## src/wdt_pkg.sv

```systemverilog
// Behaviour
// - edge in closed window is early fault
// - no edge by period end is late fault
// - edge in open window is good strobe
// - three consecutive faults assert failover
// - three consecutive good strobes release failover
// - counter clears on reset release, good edge
// - counter held zero while reset asserted
// - counter starts from zero at release
// - strobe edges ignored while reset asserted
// - open window 50 or 75 percent
// - zero watchdog setting disables watchdog entirely
// - reset held during undervoltage plus timeout
// - fault gives reset for exactly timeout
// - period is closed plus open window
// - failover never asserted during undervoltage
package wdt_pkg;
  localparam int unsigned CNT_W = 24;
  localparam int unsigned FAULT_LIMIT = 3;
  localparam int unsigned GOOD_LIMIT = 3;
  localparam int unsigned OPEN_PCT_HALF = 50;
  localparam int unsigned OPEN_PCT_3Q = 75;
  localparam logic [1:0] STREAK_ZERO = 2'h0;
  typedef enum logic [1:0] {ST_HOLD, ST_RUN} rst_state_e;
endpackage

```

## src/window_watchdog_failover.sv

```systemverilog
`timescale 1ns/1ps
module window_watchdog_failover
  import wdt_pkg::*;
#(
  parameter int unsigned OPEN_PCT = OPEN_PCT_3Q
) (
  // clock and reset
  input wire logic sys_clk_in,
  input wire logic rst_n_in,
  // timing settings, in sys_clk cycles
  input wire logic [CNT_W-1:0] watchdog_timing_setting_in,
  input wire logic [CNT_W-1:0] reset_timing_setting_in,
  // monitored inputs
  input wire logic monitored_voltage_input_in,
  input wire logic watchdog_strobe_input_in,
  // outputs
  output logic reset_n_out,
  output logic failover_n_out
);
  if (OPEN_PCT != OPEN_PCT_HALF && OPEN_PCT != OPEN_PCT_3Q) begin : g_bad_open
    $error("OPEN_PCT must be 50 or 75");
  end

  logic sync1_q, sync2_q, sync3_q;
  logic [CNT_W-1:0] wd_cnt_q;
  logic [CNT_W-1:0] rst_cnt_q;
  logic [CNT_W-1:0] closed_len;
  logic [CNT_W+7:0] closed_wide;
  logic fall_edge, wd_on, early_fault, late_fault, good_edge, fault;
  logic [1:0] bad_streak_q, good_streak_q;
  rst_state_e state_q;

  // three flops then edge detect on the second and third only
  always_ff @(posedge sys_clk_in or negedge rst_n_in) begin
    if (!rst_n_in) begin
      sync1_q <= 1'b1;
      sync2_q <= 1'b1;
      sync3_q <= 1'b1;
    end else begin
      sync1_q <= watchdog_strobe_input_in;
      sync2_q <= sync1_q;
      sync3_q <= sync2_q;
    end
  end
  assign fall_edge = sync3_q && !sync2_q;

  // closed part is the remainder of the period
  assign closed_wide = 32'(watchdog_timing_setting_in) * 32'(100 - OPEN_PCT) / 32'h64;
  assign closed_len = closed_wide[CNT_W-1:0];
  assign wd_on = (watchdog_timing_setting_in != '0) && monitored_voltage_input_in;
  assign early_fault = wd_on && reset_n_out && fall_edge && (wd_cnt_q < closed_len);
  assign good_edge = wd_on && reset_n_out && fall_edge && (wd_cnt_q >= closed_len);
  assign late_fault = wd_on && reset_n_out && !fall_edge
                      && (wd_cnt_q >= watchdog_timing_setting_in - 1'b1);
  assign fault = early_fault || late_fault;

  // watchdog counter
  always_ff @(posedge sys_clk_in or negedge rst_n_in) begin
    if (!rst_n_in) begin
      wd_cnt_q <= '0;
    end else if (!reset_n_out || !wd_on || fault || good_edge) begin
      wd_cnt_q <= '0;
    end else begin
      wd_cnt_q <= wd_cnt_q + 1'b1;
    end
  end

  // reset output sequencer; undervoltage restarts the timeout
  always_ff @(posedge sys_clk_in or negedge rst_n_in) begin
    if (!rst_n_in) begin
      state_q <= ST_HOLD;
      rst_cnt_q <= '0;
      reset_n_out <= 1'b0;
    end else begin
      unique case (state_q)
        ST_HOLD: begin
          if (!monitored_voltage_input_in) begin
            rst_cnt_q <= '0;
          end else if (rst_cnt_q + 1'b1 >= reset_timing_setting_in) begin
            state_q <= ST_RUN;
            reset_n_out <= 1'b1;
          end else begin
            rst_cnt_q <= rst_cnt_q + 1'b1;
          end
        end
        ST_RUN: begin
          if (!monitored_voltage_input_in || fault) begin
            state_q <= ST_HOLD;
            rst_cnt_q <= '0;
            reset_n_out <= 1'b0;
          end
        end
        default: begin
          state_q <= ST_HOLD;
          reset_n_out <= 1'b0;
        end
      endcase
    end
  end

  // streak counters; a good strobe breaks a fault streak and vice versa
  always_ff @(posedge sys_clk_in or negedge rst_n_in) begin
    if (!rst_n_in) begin
      bad_streak_q <= STREAK_ZERO;
      good_streak_q <= STREAK_ZERO;
      failover_n_out <= 1'b1;
    end else if (!monitored_voltage_input_in) begin
      bad_streak_q <= STREAK_ZERO;
      good_streak_q <= STREAK_ZERO;
      failover_n_out <= 1'b1;
    end else if (fault) begin
      good_streak_q <= STREAK_ZERO;
      if (bad_streak_q + 1'b1 >= 2'(FAULT_LIMIT)) begin
        failover_n_out <= 1'b0;
        bad_streak_q <= STREAK_ZERO;
      end else begin
        bad_streak_q <= bad_streak_q + 1'b1;
      end
    end else if (good_edge) begin
      bad_streak_q <= STREAK_ZERO;
      if (good_streak_q + 1'b1 >= 2'(GOOD_LIMIT)) begin
        failover_n_out <= 1'b1;
        good_streak_q <= STREAK_ZERO;
      end else begin
        good_streak_q <= good_streak_q + 1'b1;
      end
    end
  end

  // checker helpers: length of the current reset pulse
  logic [CNT_W-1:0] low_len_q;
  logic uv_seen_q;
  always_ff @(posedge sys_clk_in or negedge rst_n_in) begin
    if (!rst_n_in) begin
      low_len_q <= '0;
    end else if (reset_n_out) begin
      low_len_q <= '0;
    end else begin
      low_len_q <= low_len_q + 1'b1;
    end
  end

  // power-on pulse and pulses touched by undervoltage have no fixed length
  always_ff @(posedge sys_clk_in or negedge rst_n_in) begin
    if (!rst_n_in) begin
      uv_seen_q <= 1'b1;
    end else if (reset_n_out) begin
      uv_seen_q <= !monitored_voltage_input_in;
    end else if (!monitored_voltage_input_in) begin
      uv_seen_q <= 1'b1;
    end
  end

  a_hold_zero: assert property (@(posedge sys_clk_in) disable iff (!rst_n_in)
    !reset_n_out |=> wd_cnt_q == '0)
    else $error("counter moved in reset");
  a_fault_reset: assert property (@(posedge sys_clk_in) disable iff (!rst_n_in)
    fault && monitored_voltage_input_in |=> !reset_n_out)
    else $error("fault missed");
  a_reset_len: assert property (@(posedge sys_clk_in) disable iff (!rst_n_in)
    $rose(reset_n_out) && !uv_seen_q |->
      low_len_q == ((reset_timing_setting_in > CNT_W'(1)) ? reset_timing_setting_in : CNT_W'(1)))
    else $error("reset pulse length wrong");
  a_uv_reset: assert property (@(posedge sys_clk_in) disable iff (!rst_n_in)
    !monitored_voltage_input_in |=> !reset_n_out)
    else $error("reset high in uv");
  a_uv_failover: assert property (@(posedge sys_clk_in) disable iff (!rst_n_in)
    !monitored_voltage_input_in |=> failover_n_out)
    else $error("failover in uv");
  a_ignore_low: assert property (@(posedge sys_clk_in) disable iff (!rst_n_in)
    !reset_n_out |-> !good_edge && !fault)
    else $error("edge seen in reset");
  a_disabled: assert property (@(posedge sys_clk_in) disable iff (!rst_n_in)
    watchdog_timing_setting_in == '0 |-> !fault)
    else $error("fault while off");
  a_disable_cnt: assert property (@(posedge sys_clk_in) disable iff (!rst_n_in)
    !wd_on |=> wd_cnt_q == '0)
    else $error("counter runs while off");
  a_early_reset: assert property (@(posedge sys_clk_in) disable iff (!rst_n_in)
    wd_on && reset_n_out && fall_edge && wd_cnt_q < closed_len |=> !reset_n_out)
    else $error("early edge kept reset high");
  a_late_fault: assert property (@(posedge sys_clk_in) disable iff (!rst_n_in)
    wd_on && reset_n_out && !fall_edge
      && wd_cnt_q == watchdog_timing_setting_in - CNT_W'(1) |=> !reset_n_out)
    else $error("late fault missed");
  a_good_keep: assert property (@(posedge sys_clk_in) disable iff (!rst_n_in)
    good_edge && monitored_voltage_input_in |=> reset_n_out)
    else $error("good strobe gave reset");
  a_restart: assert property (@(posedge sys_clk_in) disable iff (!rst_n_in)
    $rose(reset_n_out) |-> wd_cnt_q == '0)
    else $error("no restart");
  a_good_clear: assert property (@(posedge sys_clk_in) disable iff (!rst_n_in)
    good_edge |=> wd_cnt_q == '0)
    else $error("counter not cleared");
  a_count_step: assert property (@(posedge sys_clk_in) disable iff (!rst_n_in)
    reset_n_out && wd_on && !fault && !good_edge |=> wd_cnt_q == $past(wd_cnt_q) + CNT_W'(1))
    else $error("counter did not step");
  a_cnt_bound: assert property (@(posedge sys_clk_in) disable iff (!rst_n_in)
    reset_n_out && wd_on |-> wd_cnt_q < watchdog_timing_setting_in)
    else $error("counter past period");
  a_window_split: assert property (@(posedge sys_clk_in) disable iff (!rst_n_in)
    wd_on |-> 40'(closed_len) * 40'h64 <= 40'(watchdog_timing_setting_in) * 40'(100 - OPEN_PCT)
      && 40'(watchdog_timing_setting_in) * 40'(100 - OPEN_PCT)
      < (40'(closed_len) + 40'h1) * 40'h64)
    else $error("closed window size wrong");
  a_fail_set: assert property (@(posedge sys_clk_in) disable iff (!rst_n_in)
    fault && bad_streak_q == 2'(FAULT_LIMIT - 1) |=> !failover_n_out)
    else $error("failover not set");
  a_fail_cause: assert property (@(posedge sys_clk_in) disable iff (!rst_n_in)
    $fell(failover_n_out) |-> $past(fault))
    else $error("failover without fault");
  a_fail_rel: assert property (@(posedge sys_clk_in) disable iff (!rst_n_in)
    good_edge && good_streak_q == 2'(GOOD_LIMIT - 1) |=> failover_n_out)
    else $error("failover not released");
  a_rel_cause: assert property (@(posedge sys_clk_in) disable iff (!rst_n_in)
    $rose(failover_n_out) |-> $past(good_edge) || !$past(monitored_voltage_input_in))
    else $error("failover released early");
  a_no_repeat: assert property (@(posedge sys_clk_in) disable iff (!rst_n_in)
    fault |=> !fault)
    else $error("fault twice in a row");

  c_fault: cover property (@(posedge sys_clk_in) early_fault);
  c_good: cover property (@(posedge sys_clk_in) good_edge);
  c_late: cover property (@(posedge sys_clk_in) late_fault);
  c_fail: cover property (@(posedge sys_clk_in) $fell(failover_n_out));
  c_recover: cover property (@(posedge sys_clk_in) $rose(failover_n_out));
endmodule // window_watchdog_failover

```

## config.mk

```make
export PLATFORM = sky130hd
export DESIGN_NAME = window_watchdog_failover
export DESIGN_NICKNAME = d
export VERILOG_FILES = /design/src/wdt_pkg.sv /design/src/window_watchdog_failover.sv
export SDC_FILE = /design/constraint.sdc
export NUM_CORES = 1
export LEC_CHECK = 0
export ABC_AREA = 1
export BUFFER_PORTS_ARGS = -buffer_cell sky130_fd_sc_hd__buf_2
export CAP_MARGIN = 30
export CELL_PAD_IN_SITES_DETAIL_PLACEMENT = 0
export CELL_PAD_IN_SITES_GLOBAL_PLACEMENT = 1
export CORE_ASPECT_RATIO = 0.7
export CORE_MARGIN = 4
export CORE_UTILIZATION = 47
export DETAILED_ROUTE_END_ITERATION = 10
export GPL_TIMING_DRIVEN = 1
export HOLD_SLACK_MARGIN = 0.02
export PLACE_DENSITY_LB_ADDON = 0.1
export SLEW_MARGIN = 30
export SYNTH_ARGS = -nofsm -noshare
export SYNTH_HDL_FRONTEND = slang
export SYNTH_SLANG_ARGS = --single-unit
```

## constraint.sdc

```tcl
create_clock -name sys_clk_in -period 5.02 [get_ports sys_clk_in]
set_input_delay 1.004 -clock sys_clk_in [delete_from_list [all_inputs] [get_ports sys_clk_in]]
set_output_delay 1.004 -clock sys_clk_in [all_outputs]
set_load 0.1 [all_outputs]
```

==> metrics.yaml, run 1 <==
status: "complete, but fails checks"
violations: "setup timing"
synth-compound-area-share_pct: 8.34
synth-edff-count: 0
ys.flop_type: "dfrtp_1"
holdPathStages: 0
vias: 13200
grt_max_degree: 58
cp_common_cell: "nand2_4"
reg2reg_from: "rst_cnt_q[2]"
grt_pass1_wl_um: 59300
synthMuxAreaShare_pct: 0
cts.htree.levels: 3
dp.final_hpwl_um: 28900
cts_hold_buf: 0
avgRoutedWirePerCell_um: 13.8
required_ns: 5.28
path_buf_inv: 10
drc: 0
yosys.area_share.simple_pct: 41.3
hold_viol_final: 0
antenna_left: 0
rsz0062_at_grt: "yes"
netlist_instances: 1883
die_w_um: 202
min_period_over_period_pct: 304
reg2reg_depth: 23
syn-mean-instance-area_um2: 6.59
r2r_end: "rst_cnt_q[16]"
cp_top_family: "simple AND/OR/NAND/NOR gates"
yosys_register_bits: 57
rows: 49
crit_type: "primary input to flip-flop"
dp_cells: 2564
core-area_um2: 25800
cts-buffers-inserted: 9
fin_ws_ns: -10.26
ios: 54
tns_ns: -550.23
min-delay-start: "sync1_q"
min_to: "sync2_q"
synth_cell_types: 54
start_util_pct: 48.1
cp.arrival_ns: 15.55
async_flop_share_pct: 100
syn_area_um2: 12400
worstHoldPathType: "flip-flop to flip-flop"
slowest_delay_ns: 0.52
maxCapViolCount: 0
area_growth_pct: 51.2
worstSetupEndpointType: "flip-flop"
fmax_mhz: 65.4
drt-vias-per-instance: 4.95
antenna_found_initial: 0
worst_setup_path_start_kind: "primary input"
synth_warnings: 0
dr.pass1.iters: 7
clock-sinks: 57
totalWireLength_um: 36900
clk_pin_slew_ns: 0.06
fillers: 2063
grt_pass1_vias: 12700
portBuffers: 53
nets: 2554
drive_above_1_share_pct: 44.8
tightest_slew_ns: 0.752
slew_headroom_pct: 49.9
min_period_ns: 15.28
finalNonFillerCells: 2671
die_h_um: 144
seq_area_frac_synth_pct: 11.5
gp_congestion: 0.884
grt_overflow: 0
drt-initial-drc-count: 589
clockRootBuffer: "clkbuf_16"
setup_viol: 54
slew_viol_final: 0
antennaDiodeCount: 0
r2r_slack_ns: -0.17
ctsLongestPathBuffers: 2
cp_max_fo: 8
die_area_um2: 29100
synth_top_family_by_area: "simple AND/OR/NAND/NOR gates"
clk_latency_ns: 0.34
cts_tree: "done"
synth_fa_ha_area_share_pct: 20.6
track_usage_pct: 24.2
clock_skew_ns: 0.00716
synthXorXnorAreaFrac_pct: 5.93
synth_fp_nets: 2128
worst_path_max_delay_cell: "fa_1"
==> cells by family (layout without fill, tap and decap cells) <==
logic type | Yosys count | count (layout)
AO/OA/AOI/OAI | 172 | 172
buffers and inverters | 405 | 836
adder cells (fa/ha/maj) | 193 | 193
XOR/XNOR | 84 | 84
flip-flops | 57 | 57
AND/OR/NAND/NOR | 972 | 972
==> flip-flops by register name, summed over array words and instances, names as in the netlist <==
signal / flops
good_streak_q: 2
sync1_q: 1
sync3_q: 1
bad_streak_q: 2
wd_cnt_q: 24
failover_n_out: 1
sync2_q: 1
reset_n_out: 1
rst_cnt_q: 24
==> area by class of cell <==
cell class	instances	area (um2)	share of cell area, %
clock inverters	7	101	0.540
clock buffers	9	225	1.20
repair buffers	423	3290	17.5
flip-flops and latches	57	1430	7.63
multi-input cells	1421	11700	62.5
inverters	397	1540	8.21
well taps	357	447	2.38
==> metal layers <==
metal	vias to the layer above	part of all wire [%]	wire length (um)	track usage (%)
met3	48	2.9	1050	2.10
met5	-	0	0	0
li1	6869	-	-	-
met4	0	1.4	527	4.71
met2	168	45	16700	39.2
met1	6127	51	18700	35.6
==> through the flow <==
stage / hold WS (ns) / worst slack [ns] / cell area (um2) / utilization (%)
global placement: 0.347 / -9.99 / 16000 / 62.1
finish: 0.358 / -10.26 / 18800 / 72.7
detailed placement: 0.351 / -10.46 / 16000 / 62.1
floorplan: 0.345 / -8.82 / 13300 / -
global route: 0.359 / -11.26 / 18800 / 72.7
CTS: 0.359 / -9.74 / 17800 / 68.8
==> worst max-delay path by stage <==
stage	cells past startpoint	endpoint	from	slack, ns
6_report	133	rst_cnt_q[16]	watchdog_timing_setting_in[2]	-10.26
5_1_grt	136	rst_cnt_q[15]	watchdog_timing_setting_in[18]	-11.26
4_1_cts	138	rst_cnt_q[18]	watchdog_timing_setting_in[18]	-9.74
3_5_place_dp	142	rst_cnt_q[14]	watchdog_timing_setting_in[2]	-10.46
3_3_place_gp	140	rst_cnt_q[8]	watchdog_timing_setting_in[4]	-9.99
2_1_floorplan	139	rst_cnt_q[19]	watchdog_timing_setting_in[17]	-8.82
==> worst register-to-register path: stages, from the launching register on <==
cell and delay [ns]:
dfrtp_1 0.38, inv_1 0.07, nor3_1 0.31, nand3_1 0.21, nor3_1 0.29, nand3_1 0.22
nor4_1 0.40, nor2_1 0.08, nor2_1 0.21, ha_1 0.31, nand4_1 0.19, a21oi_1 0.09
a2111oi_0 0.47, a21oi_1 0.13, a2111oi_0 0.37, buf_4 0.20, nor3_1 0.04, a2111oi_0 0.37
o21bai_1 0.23, nand2_8 0.16, buf_12 0.14, buf_16 0.12, nand3_2 0.05, o21ai_1 0.08
==> cells in the final DEF (no fill, tap or decap), types with 13 or more instances in the layout <==
| master | synthesis | routed |
|---|---|---|
| o21ai_1 | 23 | 37 |
| ha_4 | 0 | 37 |
| nor2_4 | 12 | 38 |
| fa_1 | 19 | 18 |
| buf_6 | 0 | 17 |
| o21ai_2 | 1 | 16 |
| nand2_8 | 0 | 13 |
| nand2_2 | 87 | 118 |
| nand4_1 | 50 | 50 |
| ha_1 | 174 | 132 |
| buf_4 | 0 | 349 |
| inv_2 | 45 | 72 |
| nand3_4 | 4 | 22 |
| nor2_2 | 11 | 22 |
| xor2_1 | 71 | 68 |
| a21oi_1 | 53 | 40 |
| nor3_1 | 20 | 16 |
| dfrtp_1 | 53 | 53 |
| nor2_1 | 124 | 87 |
| nand2_1 | 424 | 307 |
| nand3_1 | 132 | 86 |
| nand2_4 | 53 | 126 |
| buf_2 | 0 | 45 |
| inv_1 | 348 | 305 |
| nand3_2 | 19 | 47 |
==> cell usage after synthesis (3+ instances only) <==
master	instances	area, um2
nand2_1	424	1590
inv_1	348	1310
ha_1	174	2180
nand3_1	132	661
nor2_1	124	465
nand2_2	87	544
xor2_1	71	622
a21oi_1	53	265
dfrtp_1	53	1330
nand2_4	53	597
nand4_1	50	313
inv_2	45	169
o21ai_0	40	200
o21ai_1	23	115
nor3_1	20	100
fa_1	19	380
nand3_2	19	190
xnor2_1	13	114
nor2_4	12	135
nor2_2	11	68.8
nand4_2	9	113
o211ai_1	9	67.6
clkbuf_1	8	30.0
nor3b_1	8	60.1
nand3b_1	6	45.0
a31o_2	5	43.8
a31oi_1	5	31.3
o21a_1	5	37.5
o21bai_1	5	37.5
a211oi_1	4	30.0
dfstp_2	4	105
nand3_4	4	70.1
a2111oi_0	3	26.3
a21boi_0	3	22.5
clkinv_1	3	11.3
nand4_4	3	63.8
nor2_8	3	60.1
nor4_1	3	18.8
o22ai_1	3	18.8
==> what timing repair did <==
action	in CTS	in global routing
setup endpoints to repair	54	54
pin swaps	61	148
resized for setup	231	174
setup buffers	56	31
cloned	3	1
Power of run 1 is not shown: default switching activity piles up to over one toggle a cycle in this logic, so the estimate is an artifact.
==> inputs of run 2 (changes only) <==
CORE_UTILIZATION = 50   (was 47)
REMOVE_ABC_BUFFERS = 1   (was default)
SETUP_SLACK_MARGIN = 0.3   (was default)
clock period = 18.7 ns   (was 5.02 ns; I/O delays follow)
==> run 2 against run 1 <==
Effect of this change: the run now ends clean; global-route usage decreased by 1.5 points; hold slack better by 0.0060 ns; non-clock buffer count shrank 185.
==> metrics.yaml, run 2 (synthesized netlist as in run 1, its figures left out) <==
status: "finished clean"
rows: 47
place_area_um2: 13800
slew_headroom_pct: 32.0
tns_ns: 0
die_w_um: 196
required_ns: 18.96
slowest_delay_ns: 0.51
totalWireLength_um: 37600
portBuffers: 53
cts_hold_buf: 0
drt-initial-drc-count: 758
cp_max_fo: 8
nets: 2370
slew_viol_final: 0
grt_max_degree: 58
drive_above_1_share_pct: 41.4
vias: 12800
path_buf_inv: 14
holdPathStages: 0
cp_top_family: "simple AND/OR/NAND/NOR gates"
setup_viol: 0
drc: 0
cts.htree.levels: 3
area_growth_pct: 41.1
reg2reg_depth: 21
antennaDiodeCount: 0
tightest_slew_ns: 1.02
gp_congestion: 0.881
min_period_over_period_pct: 97.5
clock-sinks: 57
clk_pin_slew_ns: 0.06
crit_type: "primary input to flip-flop"
r2r_slack_ns: 13.56
clock_skew_ns: 0.00969
ctsLongestPathBuffers: 2
layout_commonest_cell: "nand2_1"
pre_cts_ws_ns: -0.191
dr.pass1.iters: 5
min_period_ns: 18.24
cp.arrival_ns: 18.50
path_depth: 136
track_usage_pct: 22.7
drt-vias-per-instance: 5.22
grt_overflow: 0
finalInstanceArea_um2: 17500
worstSetupEndpointType: "flip-flop"
worst_setup_path_start_kind: "primary input"
die_area_um2: 27400
core-area_um2: 24000
dp.final_hpwl_um: 26800
rsz0062_at_grt: "yes"
grt_pass1_wl_um: 52500
start_util_pct: 51.7
hold_viol_final: 0
worstHoldPathType: "flip-flop to flip-flop"
cts_tree: "done"
maxCapViolCount: 0
fin_ws_ns: 0.460
fmax_mhz: 54.8
final_cell_mix: "nand2_1 (301), inv_1 (295), buf_4 (166)"
reg_top3: "rst_cnt_q: 24 flops, wd_cnt_q: 24 flops"
clockRootBuffer: "clkbuf_16"
die_h_um: 140
cts-buffers-inserted: 9
avgRoutedWirePerCell_um: 15.3
antenna_left: 0
grt_pass1_vias: 10700
antenna_found_initial: 0
worst_path_max_delay_cell: "fa_1"
clk_latency_ns: 0.34
cp_common_cell: "nand2_4"
ios: 54
-- run 2: metrics by stage --
step / instances / utilization, % / hold WS (ns)
after CTS: 2371 / 59.5 / 0.364
final: 2448 / 72.9 / 0.364
after global placement: 2348 / 57.6 / 0.354
after detailed placement: 2348 / 57.6 / 0.356
after global routing: 2448 / 72.9 / 0.366
after floorplan: 1875 / - / 0.345
-- run 2: cell type report --
cell class                 instances  area (um2)
clock buffer                      10         239
tap                              318         398
clock inverter                     6        43.8
fill                            1815        6500
sequential                        57        1430
multi-input combinational       1422       11900
timing repair buffer             238        1960
inverter                         397        1570
-- run 2: layer usage --
layer / global-route usage, % / up-vias / wire length (um) / share of wire [%]
li1: - / 6502 / - / -
met1: 37.1 / 5940 / 18800 / 50
met2: 31.7 / 304 / 16700 / 44
met3: 3.91 / 32 / 1720 / 4.6
met4: 2.17 / 0 / 339 / 0.90
met5: 0 / - / 0 / 0
-- run 2: path summary, 6_finish.rpt --
check	startpoint	to
min reg2reg	sync2_q	sync3_q
max in group asynchronous	rst_n_in	rst_cnt_q[2]
min in group asynchronous	rst_n_in	rst_cnt_q[17]
min	sync2_q	sync3_q
max	watchdog_timing_setting_in[18]	rst_cnt_q[5]
max reg2reg	rst_cnt_q[2]	rst_cnt_q[5]
-- run 2: worst reg2reg max path: stages, from the launching register on --
cell       delay (ns)
dfrtp_1          0.39
inv_1            0.09
nor3_1           0.38
nand3_1          0.23
nor3_1           0.34
nand3_1          0.20
nor4_1           0.40
nor2_1           0.09
nor2_1           0.20
ha_1             0.29
nand4_1          0.15
a21oi_1          0.08
a2111oi_0        0.36
a21oi_1          0.12
a2111oi_0        0.45
nor3_1           0.08
a2111oi_0        0.42
o21bai_1         0.27
nand2_8          0.20
clkbuf_16        0.20
nand3_2          0.06
o21ai_1          0.08
-- run 2: timing repair --
action,in CTS,in global routing
resized for setup,24,620
pin swaps,13,217
cloned,1,7
endpoints found under the setup margin,22,54
buffers inserted,6,70
endpoints found under the hold margin,0,0
Power of run 2 is left out for the same reason.
==> inputs of run 3 (changes only) <==
ABC_AREA = default   (was 1)
CORE_UTILIZATION = 51   (was 50)
HOLD_SLACK_MARGIN = 0.05   (was 0.02)
==> run 3 against run 2 <==
Effect of this change: the flow now finishes with violations (setup timing); die area is 9.4% higher; critical path depth decreased by 37; register-to-register slack worse by 0.41 ns; hold slack worse by 0.0059 ns; critical endpoint is now rst_cnt_q[0]; largest cell class unchanged; highest routed layer unchanged.
==> metrics.yaml, run 3 <==
worstHoldPathType: "flip-flop to flip-flop"
grt_max_degree: 58
synth_most_common_cell: "ha_1"
ctsLongestPathBuffers: 2
status: "complete, but fails checks"
finalInstanceArea_um2: 22600
required_ns: 18.91
synth-edff-count: 0
die_h_um: 146
synth_top_area_share_pct: 15.7
setup_viol: 30
cts_hold_buf: 0
violations: "setup timing"
cp.arrival_ns: 23.20
drt-vias-per-instance: 6.42
avgRoutedWirePerCell_um: 20.7
min_period_over_period_pct: 123
die_area_um2: 30000
place_area_um2: 18400
cp_common_cell: "buf_4"
cp_max_fo: 7
clk_pin_slew_ns: 0.05
syn_area_um2: 13900
synthXorXnorAreaFrac_pct: 8.03
pre_cts_ws_ns: -4.93
die_w_um: 205
maxCapViolCount: 0
drc: 0
antenna_left: 0
start_util_pct: 51.9
synth_fa_ha_area_share_pct: 18.6
worst_setup_path_start_kind: "primary input"
clockRootBuffer: "clkbuf_16"
dp.final_hpwl_um: 38700
area_growth_pct: 62.6
ios: 54
yosys_register_bits: 57
syn-mean-instance-area_um2: 7.60
cts.htree.levels: 3
totalWireLength_um: 59700
synthTopCellsByArea: "ha_1 (16%), dfrtp_1 (9.5%), xnor2_1 (5.2%)"
synth_cell_types: 126
yosys.area_share.simple_pct: 25.2
clk_latency_ns: 0.33
tns_ns: -126.90
synth_top_area_cell: "ha_1"
fin_ws_ns: -4.29
drive_above_1_share_pct: 47.6
clock_skew_ns: 0.00393
synth_warnings: 0
fmax_mhz: 43.5
fin_util_pct: 84.4
slowest_delay_ns: 0.57
grt_overflow: 0
async_flop_share_pct: 100
synthMuxAreaShare_pct: 2.06
cts_tree: "done"
vias: 18500
ys.flop_type: "dfrtp_1"
core-area_um2: 26800
seq_area_frac_synth_pct: 10.3
synth_top_family_by_area: "compound AO/OA/AOI/OAI gates"
nets: 2762
gp_congestion: 0.985
netlist_instances: 1830
final_cell_mix: "buf_4 (631), ha_1 (137), nor2_1 (126), nand2_1 (126), inv_1 (99)"
clock-sinks: 57
portBuffers: 53
layout_commonest_cell: "buf_4"
tightest_slew_ns: 0.950
worst_path_max_delay_cell: "or4_1"
synth_common_cells: "ha_1 (174), nand2_1 (158), nor2_1 (138)"
antenna_found_initial: 3
slew_headroom_pct: 36.2
rsz0062_at_grt: "yes"
worstSetupEndpointType: "flip-flop"
min_period_ns: 22.99
rows: 50
crit_type: "primary input to flip-flop"
hold_viol_final: 0
grt_pass1_vias: 17000
dr.pass1.iters: 6
drt-initial-drc-count: 2468
cts-buffers-inserted: 9
synth-compound-area-share_pct: 29.7
slew_viol_final: 0
track_usage_pct: 33.8
reg_top3: "rst_cnt_q: 24 flops, wd_cnt_q: 24 flops"
grt_pass1_wl_um: 85800
## run 3: cell count changes after synthesis, sizes merged, moves of 37 or more
cell   delta
nand2   -405
nand3    -63
buf      +37
inv     -264
and3     +38
xnor2    +73
a21oi    +50
## run 3: logic make-up (layout without fill, tap and decap cells)
group | Yosys count | after routing
AND/OR/NAND/NOR | 681 | 682
AO/OA/AOI/OAI | 549 | 549
buffers and inverters | 199 | 890
adder cells (fa/ha/maj) | 196 | 196
XOR/XNOR | 124 | 124
flip-flops | 57 | 57
multiplexers | 24 | 24
other | 0 | 3
## run 3: timing repair
action,4_1_cts,5_1_grt
gates resized for setup,359,206
setup buffers,86,54
endpoints found under the setup margin,30,30
pin swaps,173,132
gates cloned,6,1
## run 3: worst paths after layout
| check | start | to | slack, ns | cells after the start |
|---|---|---|---|---|
| max | watchdog_timing_setting_in[14] | rst_cnt_q[0] | -4.29 | 99 |
| min | sync1_q | sync2_q | 0.36 | 0 |
| max reg2reg | rst_cnt_q[0] | rst_cnt_q[0] | 13.15 | 38 |
| min reg2reg | sync1_q | sync2_q | 0.36 | 0 |
| max in group asynchronous | rst_n_in | wd_cnt_q[8] | 14.65 | 2 |
| min in group asynchronous | rst_n_in | rst_cnt_q[13] | 3.55 | 2 |
## run 3: stage by stage
step	hold WS (ns)	instances
2_1_floorplan	0.345	1761
3_3_place_gp	0.349	2723
3_5_place_dp	0.350	2723
4_1_cts	0.356	2831
5_1_grt	0.362	2889
6_report	0.359	2889
## run 3: critical path: cells and delay by family
family | cells | cell delay, ns
xor+xnor | 1 | 0.14
simple gates | 23 | 4.69
mux | 5 | 1.32
fa+ha+maj | 5 | 1.62
compound gates | 41 | 8.58
buf+inv | 24 | 3.01
## run 3: area by class of cell
cell class,instances,area [um2]
Sequential cell,57,1430
Tap cell,364,455
Inverter,130,505
Clock buffer,11,243
Multi-Input combinational cell,1575,14100
Antenna cell,3,7.51
Fill cell,1505,4170
Timing Repair Buffer,744,5800
Clock inverter,5,55.1
## run 3: routing by layer
layer / track usage [%] / share of wire (%) / vias up
li1: - / - / 8225
met4: 7.53 / 3.7 / 0
met2: 53.2 / 45 / 1250
met1: 49.5 / 42 / 8799
met3: 4.17 / 10 / 265
met5: 0 / 0 / -
Power of run 3 is left out for the same reason.
